File: config.mk
export PLATFORM = sky130hd
export DESIGN_NAME = nor_cmd_ctrl
export DESIGN_NICKNAME = d
export VERILOG_FILES = /design/src/include/nor_cmd_pkg.sv /design/src/nor_cmd_ctrl.sv
export VERILOG_INCLUDE_DIRS = /design/src /design/src/include
export SDC_FILE = /design/constraint.sdc
export NUM_CORES = 1
export LEC_CHECK = 0
export BUFFER_PORTS_ARGS = -buffer_cell sky130_fd_sc_hd__buf_2
export CORE_ASPECT_RATIO = 1.1
export CORE_MARGIN = 3
export CORE_UTILIZATION = 45
export DETAILED_ROUTE_END_ITERATION = 7
export PLACE_DENSITY = 0.68
export SLEW_MARGIN = 25
export SYNTH_ARGS = -nofsm -noshare
export SYNTH_HDL_FRONTEND = slang
export SYNTH_SLANG_ARGS = --single-unit
File: constraint.sdc
create_clock -name sys_clk_i -period 12.4 [get_ports sys_clk_i]
set_clock_uncertainty 0.2 [all_clocks]
set_input_delay 2.48 -clock sys_clk_i [delete_from_list [all_inputs] [get_ports sys_clk_i]]
set_output_delay 2.48 -clock sys_clk_i [all_outputs]
set_load 0.005 [all_outputs]
File: src/include/nor_cmd_map.svh
// Purpose: command codes, configuration defaults and field positions
// Assumes: 16-bit data bus, word address on A[26:1]
// Notes:   included by the command controller and the testbench
`ifndef NOR_CMD_MAP_SVH
`define NOR_CMD_MAP_SVH

`define CMD_READ_ARRAY    8'hff
`define CMD_READ_ID       8'h90
`define CMD_READ_QUERY    8'h98
`define CMD_READ_STATUS   8'h70
`define CMD_CLEAR_STATUS  8'h50
`define CMD_WORD_PROG     8'h40
`define CMD_BUF_PROG      8'he8
`define CMD_FACTORY_PROG  8'h80
`define CMD_ERASE         8'h20
`define CMD_BLANK_CHECK   8'hbc
`define CMD_SUSPEND       8'hb0
`define CMD_CONFIRM       8'hd0
`define CMD_LOCK_SETUP    8'h60
`define CMD_LOCK          8'h01
`define CMD_LOCK_DOWN     8'h2f
`define CMD_SET_CONFIG    8'h03
`define CMD_OTP_PROG      8'hc0
`define CMD_EXT_FUNC      8'heb

`define BUF_MAX_WORDS     10'd512
`define RCFG_RESET        16'h8000
`define RCFG_ASYNC_BIT    15
`define RCFG_WAIT_POL_BIT 10
`define ADDR_MSB          26
`define CFG_MSB           16
`define CFG_LSB           1
`define PAGE_MSB          4
`define PAGE_LSB          1

`endif

File: src/include/nor_cmd_pkg.sv
// Purpose: types shared by the command controller and its users
// Assumes: nothing beyond the map header
// Notes:   binary codes written out
package nor_cmd_pkg;
   typedef enum logic [1:0] {
      RD_ARRAY  = 2'b00,
      RD_ID     = 2'b01,
      RD_STATUS = 2'b10,
      RD_QUERY  = 2'b11
   } rd_state_t;

   typedef enum logic [3:0] {
      DEC_IDLE = 4'h0, DEC_SETUP2 = 4'h1, DEC_BUF_COUNT = 4'h2, DEC_BUF_DATA = 4'h3,
      DEC_BUF_CONFIRM = 4'h4, DEC_FBP_CONFIRM = 4'h5, DEC_FBP_DATA = 4'h6,
      DEC_EFI_SUB = 4'h7, DEC_EFI_COUNT = 4'h8, DEC_EFI_DATA = 4'h9,
      DEC_EFI_CONFIRM = 4'ha
   } dec_state_t;

   typedef enum logic [3:0] {
      OP_WORD_PROG = 4'h0, OP_BUF_DATA = 4'h1, OP_BUF_PROG = 4'h2, OP_FACTORY = 4'h3,
      OP_FACT_DATA = 4'h4, OP_ERASE = 4'h5, OP_BLANK = 4'h6, OP_LOCK = 4'h7,
      OP_UNLOCK = 4'h8, OP_LOCK_DOWN = 4'h9, OP_OTP = 4'ha, OP_EFI_DATA = 4'hb,
      OP_EFI = 4'hc, OP_SUSPEND = 4'hd, OP_RESUME = 4'he
   } op_t;
endpackage

File: src/nor_cmd_ctrl.sv
// Purpose: command decoder and asynchronous read-mode control of a NOR flash
// Assumes: one write per accepted cycle; reads are a one-cycle request
// Notes:   operations leave through a two-entry buffer to the algorithm engine
`include "nor_cmd_map.svh"
`timescale 1ns/1ns
`default_nettype none
module nor_cmd_ctrl (
   // clock and reset
   input  wire logic                        sys_clk_i,
   input  wire logic                        rst_i,
   // write bus
   input  wire logic                        wr_valid_i,
   input  wire logic [`ADDR_MSB:1]          wr_addr_i,
   input  wire logic [15:0]                 wr_data_i,
   output logic                             wr_ready_o,
   // operation stream to the algorithm engine
   output logic                             op_valid_o,
   input  wire logic                        op_ready_i,
   output nor_cmd_pkg::op_t                 op_code_o,
   output logic [`ADDR_MSB:1]               op_addr_o,
   output logic [15:0]                      op_data_o,
   input  wire logic                        op_done_i,
   // read side
   input  wire logic                        rd_req_i,
   input  wire logic [`ADDR_MSB:1]          rd_addr_i,
   input  wire logic                        address_valid_pin_n_i,
   output logic                             sense_o,
   output logic [`ADDR_MSB:1]               sense_addr_o,
   output logic [3:0]                       word_sel_o,
   output logic                             wait_o,
   // state
   output nor_cmd_pkg::rd_state_t           read_state_o,
   output logic [15:0]                      read_cfg_o,
   output logic                             page_mode_o,
   output logic                             busy_o,
   output logic                             suspended_o,
   output logic                             status_program_fail_bit_o,
   output logic                             status_erase_fail_bit_o
);
   import nor_cmd_pkg::*;

   dec_state_t              st_r, st_nxt;
   logic [7:0]              cmd_r;
   logic [`ADDR_MSB:1]      cmd_addr_r;
   logic [15:0]             sub_r;
   logic [9:0]              words_r, words_nxt, total_r;
   logic                    acc;
   logic                    push, seq_err, start_op, set_cfg;
   op_t                     push_code;
   logic [15:0]             push_data;
   logic                    rd_set;
   rd_state_t               rd_val;
   logic [7:0]              wd;
   logic [1:0]              cnt_r, cnt_nxt;
   logic                    pop;
   op_t                     mem_code [2];
   logic [`ADDR_MSB:1]      mem_addr [2];
   logic [15:0]             mem_data [2];
   logic                    slot;
   logic [`ADDR_MSB:1]      addr_hold_r, rd_addr_eff;
   logic [`ADDR_MSB:5]      page_base_r;
   logic                    page_ok_r;
   logic                    page_hit;
   localparam logic [15:0]  RCFG_DEFAULT = `RCFG_RESET;

   function automatic logic is_count(input logic [15:0] d);
      is_count = d < {6'h00, `BUF_MAX_WORDS};
   endfunction

   assign acc = wr_valid_i && wr_ready_o;
   assign wd  = wr_data_i[7:0];
   assign pop = op_valid_o && op_ready_i;

   // decoder: one write at a time, commands only outside data phases
   always_comb begin
      st_nxt    = st_r;
      words_nxt = words_r;
      push      = 1'b0;
      push_code = OP_WORD_PROG;
      push_data = wr_data_i;
      seq_err   = 1'b0;
      start_op  = 1'b0;
      set_cfg   = 1'b0;
      rd_set    = 1'b0;
      rd_val    = RD_STATUS;
      if (acc) begin
         unique case (st_r)
            DEC_IDLE: begin
               unique case (wd)
                  `CMD_READ_ARRAY:  begin rd_set = 1'b1; rd_val = RD_ARRAY; end
                  `CMD_READ_ID:     begin rd_set = 1'b1; rd_val = RD_ID; end
                  `CMD_READ_QUERY:  begin rd_set = 1'b1; rd_val = RD_QUERY; end
                  `CMD_READ_STATUS: rd_set = 1'b1;
                  `CMD_CLEAR_STATUS: ;
                  `CMD_SUSPEND: if (busy_o && !suspended_o) begin
                     push = 1'b1;
                     push_code = OP_SUSPEND;
                  end
                  `CMD_CONFIRM: if (suspended_o) begin
                     push = 1'b1;
                     push_code = OP_RESUME;
                  end
                  `CMD_BUF_PROG: begin
                     st_nxt = DEC_BUF_COUNT;
                     rd_set = 1'b1;
                  end
                  `CMD_FACTORY_PROG: st_nxt = DEC_FBP_CONFIRM;
                  `CMD_EXT_FUNC: st_nxt = DEC_EFI_SUB;
                  `CMD_WORD_PROG, `CMD_ERASE, `CMD_BLANK_CHECK, `CMD_LOCK_SETUP,
                  `CMD_OTP_PROG: st_nxt = DEC_SETUP2;
                  default: ;
               endcase
            end
            DEC_SETUP2: begin
               st_nxt = DEC_IDLE;
               push   = 1'b1;
               unique case (cmd_r)
                  `CMD_WORD_PROG: push_code = OP_WORD_PROG;
                  `CMD_OTP_PROG:  push_code = OP_OTP;
                  `CMD_ERASE: begin
                     push_code = OP_ERASE;
                     push = wd == `CMD_CONFIRM;
                  end
                  `CMD_BLANK_CHECK: begin
                     push_code = OP_BLANK;
                     push = wd == `CMD_CONFIRM;
                  end
                  default: begin
                     push = wd == `CMD_LOCK || wd == `CMD_CONFIRM || wd == `CMD_LOCK_DOWN;
                     push_code = wd == `CMD_LOCK ? OP_LOCK :
                                 wd == `CMD_LOCK_DOWN ? OP_LOCK_DOWN : OP_UNLOCK;
                     set_cfg = wd == `CMD_SET_CONFIG;
                  end
               endcase
               seq_err = !push && !set_cfg;
               if (set_cfg) begin
                  rd_set = 1'b1;
                  rd_val = RD_ARRAY;
               end
            end
            DEC_BUF_COUNT, DEC_EFI_COUNT: begin
               words_nxt = '0;
               if (is_count(wr_data_i))
                  st_nxt = st_r == DEC_BUF_COUNT ? DEC_BUF_DATA : DEC_EFI_DATA;
               else begin
                  seq_err = 1'b1;
                  st_nxt  = DEC_IDLE;
               end
            end
            DEC_BUF_DATA, DEC_EFI_DATA: begin
               push      = 1'b1;
               push_code = st_r == DEC_BUF_DATA ? OP_BUF_DATA : OP_EFI_DATA;
               words_nxt = words_r + 10'd1;
               if (words_r == total_r)
                  st_nxt = st_r == DEC_BUF_DATA ? DEC_BUF_CONFIRM : DEC_EFI_CONFIRM;
            end
            DEC_BUF_CONFIRM, DEC_EFI_CONFIRM, DEC_FBP_CONFIRM: begin
               push      = wd == `CMD_CONFIRM;
               seq_err   = !push;
               push_code = st_r == DEC_BUF_CONFIRM ? OP_BUF_PROG :
                           st_r == DEC_EFI_CONFIRM ? OP_EFI : OP_FACTORY;
               push_data = st_r == DEC_EFI_CONFIRM ? sub_r : wr_data_i;
               st_nxt    = push && st_r == DEC_FBP_CONFIRM ? DEC_FBP_DATA : DEC_IDLE;
            end
            DEC_FBP_DATA: begin
               push      = 1'b1;
               push_code = OP_FACT_DATA;
            end
            DEC_EFI_SUB: st_nxt = DEC_EFI_COUNT;
            default: st_nxt = DEC_IDLE;
         endcase
      end
      if (st_r == DEC_FBP_DATA && op_done_i && !acc)
         st_nxt = DEC_IDLE;
      if (seq_err)
         rd_set = 1'b1;
      start_op = push && push_code != OP_SUSPEND && push_code != OP_RESUME
                 && push_code != OP_BUF_DATA && push_code != OP_EFI_DATA
                 && push_code != OP_FACT_DATA;
      if (start_op)
         rd_set = 1'b1;
   end

   always_ff @(posedge sys_clk_i) begin
      if (rst_i) begin
         st_r    <= DEC_IDLE;
         cmd_r   <= 8'h00;
         words_r <= 10'd0;
      end else begin
         st_r    <= st_nxt;
         words_r <= words_nxt;
         if (acc && st_r == DEC_IDLE)
            cmd_r <= wd;
      end
   end

   // first write holds the target address of a two-cycle setup operation
   always_ff @(posedge sys_clk_i) begin
      if (rst_i) begin
         cmd_addr_r <= '0;
         sub_r      <= 16'h0000;
         total_r    <= 10'd0;
      end else if (acc) begin
         if (st_r == DEC_IDLE)
            cmd_addr_r <= wr_addr_i;
         if (st_r == DEC_EFI_SUB)
            sub_r <= wr_data_i;
         if (st_r == DEC_BUF_COUNT || st_r == DEC_EFI_COUNT)
            total_r <= wr_data_i[9:0];
      end
   end

   // read state, status error bits, configuration
   always_ff @(posedge sys_clk_i) begin
      if (rst_i) begin
         read_state_o              <= RD_ARRAY;
         read_cfg_o                <= `RCFG_RESET;
         status_program_fail_bit_o <= 1'b0;
         status_erase_fail_bit_o   <= 1'b0;
      end else begin
         if (rd_set)
            read_state_o <= rd_val;
         if (set_cfg)
            read_cfg_o <= wr_addr_i[`CFG_MSB:`CFG_LSB];
         if (acc && st_r == DEC_IDLE && wd == `CMD_CLEAR_STATUS) begin
            status_program_fail_bit_o <= 1'b0;
            status_erase_fail_bit_o   <= 1'b0;
         end
         if (seq_err) begin
            status_program_fail_bit_o <= 1'b1;
            status_erase_fail_bit_o   <= 1'b1;
         end
      end
   end

   // engine activity; reset aborts whatever runs
   always_ff @(posedge sys_clk_i) begin
      if (rst_i) begin
         busy_o      <= 1'b0;
         suspended_o <= 1'b0;
      end else begin
         if (op_done_i)
            busy_o <= 1'b0;
         if (start_op)
            busy_o <= 1'b1;
         if (push && push_code == OP_SUSPEND)
            suspended_o <= 1'b1;
         if (push && push_code == OP_RESUME)
            suspended_o <= 1'b0;
      end
   end

   // two-entry operation buffer; head sits in slot 0 so outputs are flops
   always_comb begin
      cnt_nxt = cnt_r;
      if (push && !pop)
         cnt_nxt = cnt_r + 2'd1;
      else if (pop && !push)
         cnt_nxt = cnt_r - 2'd1;
      slot = pop ? 1'b0 : cnt_r[0];
   end

   always_ff @(posedge sys_clk_i) begin
      if (rst_i) begin
         cnt_r      <= 2'd0;
         op_valid_o <= 1'b0;
         wr_ready_o <= 1'b1;
      end else begin
         cnt_r      <= cnt_nxt;
         op_valid_o <= cnt_nxt != 2'd0;
         wr_ready_o <= cnt_nxt < 2'd2;
      end
   end

   always_ff @(posedge sys_clk_i) begin
      if (rst_i) begin
         for (int i = 0; i < 2; i++) begin
            mem_code[i] <= OP_WORD_PROG;
            mem_addr[i] <= '0;
            mem_data[i] <= 16'h0000;
         end
      end else begin
         if (pop) begin
            mem_code[0] <= mem_code[1];
            mem_addr[0] <= mem_addr[1];
            mem_data[0] <= mem_data[1];
         end
         if (push) begin
            mem_code[slot] <= push_code;
            // one-cycle commands carry their own address, not the last setup's
            mem_addr[slot] <= st_r == DEC_SETUP2 ? cmd_addr_r : wr_addr_i;
            mem_data[slot] <= push_data;
         end
      end
   end

   assign op_code_o = mem_code[0];
   assign op_addr_o = mem_addr[0];
   assign op_data_o = mem_data[0];

   // address pin low is transparent, rising edge holds the last address
   always_ff @(posedge sys_clk_i) begin
      if (rst_i)
         addr_hold_r <= '0;
      else if (!address_valid_pin_n_i)
         addr_hold_r <= rd_addr_i;
   end

   assign rd_addr_eff = address_valid_pin_n_i ? addr_hold_r : rd_addr_i;
   assign page_hit    = page_ok_r && page_mode_o && read_state_o == RD_ARRAY
                        && rd_addr_eff[`ADDR_MSB:5] == page_base_r;

   // page buffer: sense once per page, low bits pick the word
   always_ff @(posedge sys_clk_i) begin
      if (rst_i) begin
         sense_o      <= 1'b0;
         sense_addr_o <= '0;
         word_sel_o   <= 4'h0;
         page_base_r  <= '0;
         page_ok_r    <= 1'b0;
         page_mode_o  <= 1'b1;
         wait_o       <= ~RCFG_DEFAULT[`RCFG_WAIT_POL_BIT];
      end else begin
         page_mode_o <= read_cfg_o[`RCFG_ASYNC_BIT];
         wait_o      <= ~read_cfg_o[`RCFG_WAIT_POL_BIT];
         sense_o     <= rd_req_i && !page_hit;
         if (acc || set_cfg)
            page_ok_r <= 1'b0; // writes may change the array
         if (rd_req_i) begin
            word_sel_o <= rd_addr_eff[`PAGE_MSB:`PAGE_LSB];
            if (!page_hit) begin
               sense_addr_o <= rd_addr_eff;
               page_base_r  <= rd_addr_eff[`ADDR_MSB:5];
               page_ok_r    <= page_mode_o && read_state_o == RD_ARRAY;
            end
         end
      end
   end
endmodule
`default_nettype wire

### Word-level counts from Yosys, hierarchy flattened

Memories as Yosys holds them, arrays and structs flattened.
Cells that the tools add are included.

| word-level totals | value |
|---|---|
| word-level logic and storage cells | 220 |
| output and inout bits | 103 |
| flip-flop bits (word level) | 181 |
| input port bits | 75 |
| ROM bits | 0 |
| latch bits | 0 |
| RAM bits | 92 |
| memories | 3 |

Memory list:

| memory | depth | width | read ports | clocked after memory_dff | wr ports | line | source |
|---|---|---|---|---|---|---|---|
| mem_addr | 2 | 26 | 2 | 0 | 2 | nor_cmd_ctrl.sv:57 | `` logic [`ADDR_MSB:1] mem_addr [2]; `` |
| mem_data | 2 | 16 | 2 | 0 | 2 | nor_cmd_ctrl.sv:58 | `logic [15:0] mem_data [2];` |
| mem_code | 2 | 4 | 2 | 0 | 2 | nor_cmd_ctrl.sv:56 | `op_t mem_code [2];` |

| cells by class | value |
|---|---|
| divide/modulo/power cells | 0 |
| multiplexer cells | 80 |
| add/subtract/negate cells | 3 |
| bitwise operators | 6 |
| $lt $le $gt $ge | 2 |
| equal/unequal tests | 43 |
| reductions and logical operators | 61 |
| shifts and indexed selects | 0 |
| multiply operators | 0 |

Operators by type and width:

| kind | number |
|---|---|
| $mux W26 | 4 |
| $eq A8 B8 Y1 const B | 12 |
| $mux W16 | 5 |
| $mux W4 | 13 |
| $eq A8 B7 Y1 const B | 5 |
| $mux W1 | 40 |
| $pmux W4 S4 | 2 |
| $reduce_or A26 Y1 | 1 |
| $eq A8 B6 Y1 const B | 3 |
| $pmux W4 S6 | 1 |
| $logic_and A1 B1 Y1 | 23 |
| $eq A22 B22 Y1 | 1 |
| $eq A4 B4 Y1 const B | 5 |
| $pmux W10 S2 | 1 |
| $pmux W4 S5 | 1 |
| $eq A4 B3 Y1 const B | 4 |
| $lt A16 B10 Y1 const B | 1 |
| $reduce_or A16 Y1 | 1 |
| $ne A4 B4 Y1 const B | 3 |
| $reduce_or A2 Y1 | 6 |
| $add A10 B1 Y10 const B | 1 |
| $eq A10 B10 Y1 | 1 |
| $reduce_and A2 Y1 | 5 |
| $reduce_or A5 Y1 | 2 |
| other kinds (29) | 54 |

### Logic depth before layout (Yosys ltp)

| logic depth | value |
|---|---|
| word-level depth | 14 |
| gate-level depth with buffers | 11 |
| mapped depth without buffers | 9 |

### Worst setup path before layout

OpenSTA, ideal clock, no wires.

| timing path | value |
|---|---|
| kind | input to register |
| start | input port wr_data_i[0] |
| end | memory mem_addr[0][0] (netlist name), enable pin |
| stages | 6 |
| buffers on the path | 1 |
| required time | 11.682 ns |
| slack | 4.666 ns |
| library setup time | 0.518 ns |
| arrival | 7.016 ns |
| cells stage by stage | buf_6 -> or4b_4 -> a21o_1 -> o211ai_2 -> a211oi_2 -> o31ai_1 |

RTL lines:

| element | line | source |
|---|---|---|
| from (decl) | nor_cmd_ctrl.sv:14 | `input wire logic [15:0] wr_data_i,` |
| to (decl) | nor_cmd_ctrl.sv:57 |  |

==> impl_results.md <==
- Worst slack, placed: between 5000 and 6000 ps
- Metal2 WL: about 13000 um
- Synthesized netlist cell count: ~1100
- Compound-cell area share of the yosys netlist: 10.4%
- Hold Path End: wait_o$_SDFF_PP1_
- Fin. max-slew vios: 0
- Starting density of the core: between 40% and 50%
- Estimated wirelength of the detail-placed design: around 19000 um
- Cell at the root of the clock tree: sky130_fd_sc_hd__clkbuf_16
- Diode count: 0
- Total number of vias: 8609
- Count of distinct cell types in the synthesized netlist: 77
- Met1 layer wirelength in the final routing: around 12000 um
- Async set-reset flop share out of synthesis: 0%
- Area share of xor/xnor cells in the synthesized design: about 3.8%
- Bufs on Longest Clock Path: 3
- Max-capacitance violation count: 0
- Number of enable-type register cells in the synthesized netlist: slightly above 90
- Worst Setup Start Kind: input port
- Maximum fanout along the worst path: 47
- Largest net degree at the start of global routing: slightly above 100
- Number of buffers added for setup after CTS: 0
- Drt initial violations: 542
- Largest area contributor in the synthesized netlist: sky130_fd_sc_hd__dfxtp_1
- Setup repair after global routing missed its margin: no
- Number of global-route vias before repair: between 8000 and 9000
- Count of instances resized after the clock tree is built: 0
- RR Endpoint: mem_data[1][1]$_SDFFCE_PN0P_
- Number of core rows: between 50 and 60
- Primary FF master, synth: sky130_fd_sc_hd__dfxtp_1
- Max-slew headroom: approximately 33%
- Path type of the worst min-delay path: reg -> reg
- Outcome: complete, no violations
- Clk sinks: around 250
- Synth Cell Area: approximately 11000 um^2
- Count of input and output buffers: between 150 and 200
- Hold violation count in the final report: 0
- Wire length of the first global-routing pass: 43500 um
- Simple-gate portion of the synthesized area: between 10% and 20%
- Clock tree from TritonCTS: yes
- Worst reg2reg path startpoint: st_r[2]$_SDFFE_PP0P_
- PD cells: around 140 nW/um^2
- Synthesized area per cell: between 9 and 10 um^2
- Slew at the pin with the worst max-slew slack: approximately 1000 ps
- Largest cells by area after synthesis: sky130_fd_sc_hd__dfxtp_1 (29%), sky130_fd_sc_hd__edfxtp_1 (25%), sky130_fd_sc_hd__mux2i_1 (8.8%)
- Count of boundary I/O pins: ~180
- Number of hold-repair buffers added at the cts stage: 0
- Floorplan core area: 23900 um^2
- Min cycle time layout: slightly below 6000 ps
- Depth of the worst hold-timing path: 1
- Internal reg-to-reg setup slack: around 8000 ps
- Clock transition time at the flip-flop clock pins of the worst setup and hold paths: 60 ps
- Required @ worst endpoint: around 12000 ps
- Maximum clock frequency: 170 MHz
- Antenna violations before repair: 1
- Total setup violations reported at the end of the flow: 0
- Antenna Violating Nets Remaining: 0
- Synth warnings: 0
- GRT Overall Usage: approximately a fifth
- Class of the most critical setup path: in -> reg
- Most instantiated cells after synthesis: sky130_fd_sc_hd__nand2_1 (192), sky130_fd_sc_hd__dfxtp_1 (159), sky130_fd_sc_hd__nor2_1 (135)
- Final Routed Wirelength: 27400 um
- Smallest setup slack after layout: between 6000 and 7000 ps
- Number of flip-flops and latches in the synthesized netlist: roughly 250
- Area growth from synthesis to final layout: 17.2%
- DRC violations left: 0
- Die Y: about 170 um
- Sum Neg Setup Slack: 0 ps
- Combinational family with the most area after synthesis: simple AND/OR/NAND/NOR gates
- Detail-routed via count per cell: between 5 and 6
- Cells on worst reg2reg path: 7
- Worst setup EP type: flip-flop
- Final #Nets: about 1400
- Final worst-path cycle share: a little under half
- Post-Syn Nets: between 1000 and 1500
- Final weighted congestion of routability-driven global placement: roughly 0.86
- Static leakage: approximately 5.2 nW
- Top cell type's share of synthesized area: between 20 and 30%
- Part of the Yosys area used for sequential elements: 53.6%
- Data arrival time at the worst-slack endpoint: slightly below 6000 ps
- Wire length per cell after detailed routing: 17.1 um
- Routed length on met3: around 2200 um
- Length of the first detailed-routing pass in iterations: 5
- Grt ovf: 0
- Worst-Skew Late Latency: roughly 540 ps
- Die Outline Area: around 27000 um^2
- Fraction of synthesized area in multiplexers: slightly below 9%
- Number of H-tree levels: 1
- Ratio of cells with drive above 1 in the final layout: 22.1%
- Adder-cell area share of the yosys netlist: 0.113%
- Die extent in x: about 160 um
- Launch point of the worst hold path: read_cfg_o[10]$_SDFFE_PP0P_
- DR top layer: met5
- Worst VDD drop: roughly 110 uV
- Most frequent cell after synthesis: sky130_fd_sc_hd__nand2_1
- Number of buffers created by CTS: 26
-- layer usage --
layer  global-route usage [%]  vias to the layer above
li1                         -                     4239
met1                     27.7                     4071
met2                     31.5                      257
met3                     5.31                       40
met4                     5.10                        2
met5                        0                        -
-- cell type report --
class	instances	area, um^2
Tap cell	305	382
Timing Repair Buffer	187	987
Sequential cell	251	5950
Clock buffer	33	711
Fill cell	2193	10900
Multi-Input combinational cell	807	4800
Inverter	5	18.8
Clock inverter	15	144
-- state kept, by name, indices dropped and copies added (netlist names), 8 cells and up --
signal        flops
addr_hold_r      26
cmd_addr_r       26
cmd_r             8
mem_addr         52
mem_code          8
mem_data         32
read_cfg_o       16
sense_addr_o     26
sub_r            16
total_r          10
words_r          10
-- placed cells by master, fill, tap and decap left out, types with 24 or more instances in the layout --
master,instances
sky130_fd_sc_hd__o21ai_0,32
sky130_fd_sc_hd__nand2_1,191
sky130_fd_sc_hd__mux2i_1,97
sky130_fd_sc_hd__edfxtp_1,92
sky130_fd_sc_hd__nor2_1,134
sky130_fd_sc_hd__or2_2,27
sky130_fd_sc_hd__clkbuf_16,26
sky130_fd_sc_hd__a21oi_1,91
sky130_fd_sc_hd__dfxtp_1,159
sky130_fd_sc_hd__buf_2,176
sky130_fd_sc_hd__xnor2_1,24
-- kinds of logic (layout without fill, tap and decap cells) --
group	after synthesis	count (layout)
and+or+nand+nor	466	466
xor gates and xnor gates	47	47
buffers and inverters	78	240
adders and majority gates	1	1
DFF	251	251
AOI/OAI and AO/OA	195	195
muxes	98	98
-- metrics by stage --
step,cell area (um^2),utilization (%),cells,total power (W),hold WS [ps]
2_1_floorplan,11100,-,1136,0.000992,187
3_3_place_gp,12100,50.6,1554,0.00104,173
3_5_place_dp,12100,50.6,1554,0.00104,183
4_1_cts,13000,54.2,1602,0.00181,197
5_1_grt,13000,54.3,1603,0.00186,231
6_report,13000,54.3,1603,0.00179,193
-- worst max-delay path by stage --
stage	startpoint	endpoint	slack [ps]	cells past startpoint
2_1_floorplan	wr_data_i[0]	mem_addr[0][0]$_DFFE_PP_	4670	6
3_3_place_gp	wr_data_i[0]	mem_data[1][14]$_SDFFCE_PN0P_	5770	8
3_5_place_dp	wr_data_i[0]	mem_data[1][6]$_SDFFCE_PN0P_	5650	8
4_1_cts	wr_data_i[4]	mem_data[1][1]$_SDFFCE_PN0P_	6160	8
5_1_grt	wr_data_i[0]	mem_data[1][3]$_SDFFCE_PN0P_	6250	8
6_report	wr_data_i[4]	mem_data[1][1]$_SDFFCE_PN0P_	6510	8
-- where the power goes --
group	total, W	switching, W	internal (W)
combinational	0.000130	0.0000809	0.0000494
sequential	0.000895	0.0000138	0.000881
clock	0.000768	0.000320	0.000449
total	0.00179	0.000414	0.00138
-- worst max-delay path, cell delays in order --
cell	delay [ps]
sky130_fd_sc_hd__buf_2	240
sky130_fd_sc_hd__nor3b_4	340
sky130_fd_sc_hd__nand4_1	280
sky130_fd_sc_hd__a21oi_1	400
sky130_fd_sc_hd__a211oi_2	150
sky130_fd_sc_hd__nor2_4	240
sky130_fd_sc_hd__nand3_2	780
sky130_fd_sc_hd__nand2_4	890
(Power assumes the default switching activity.)
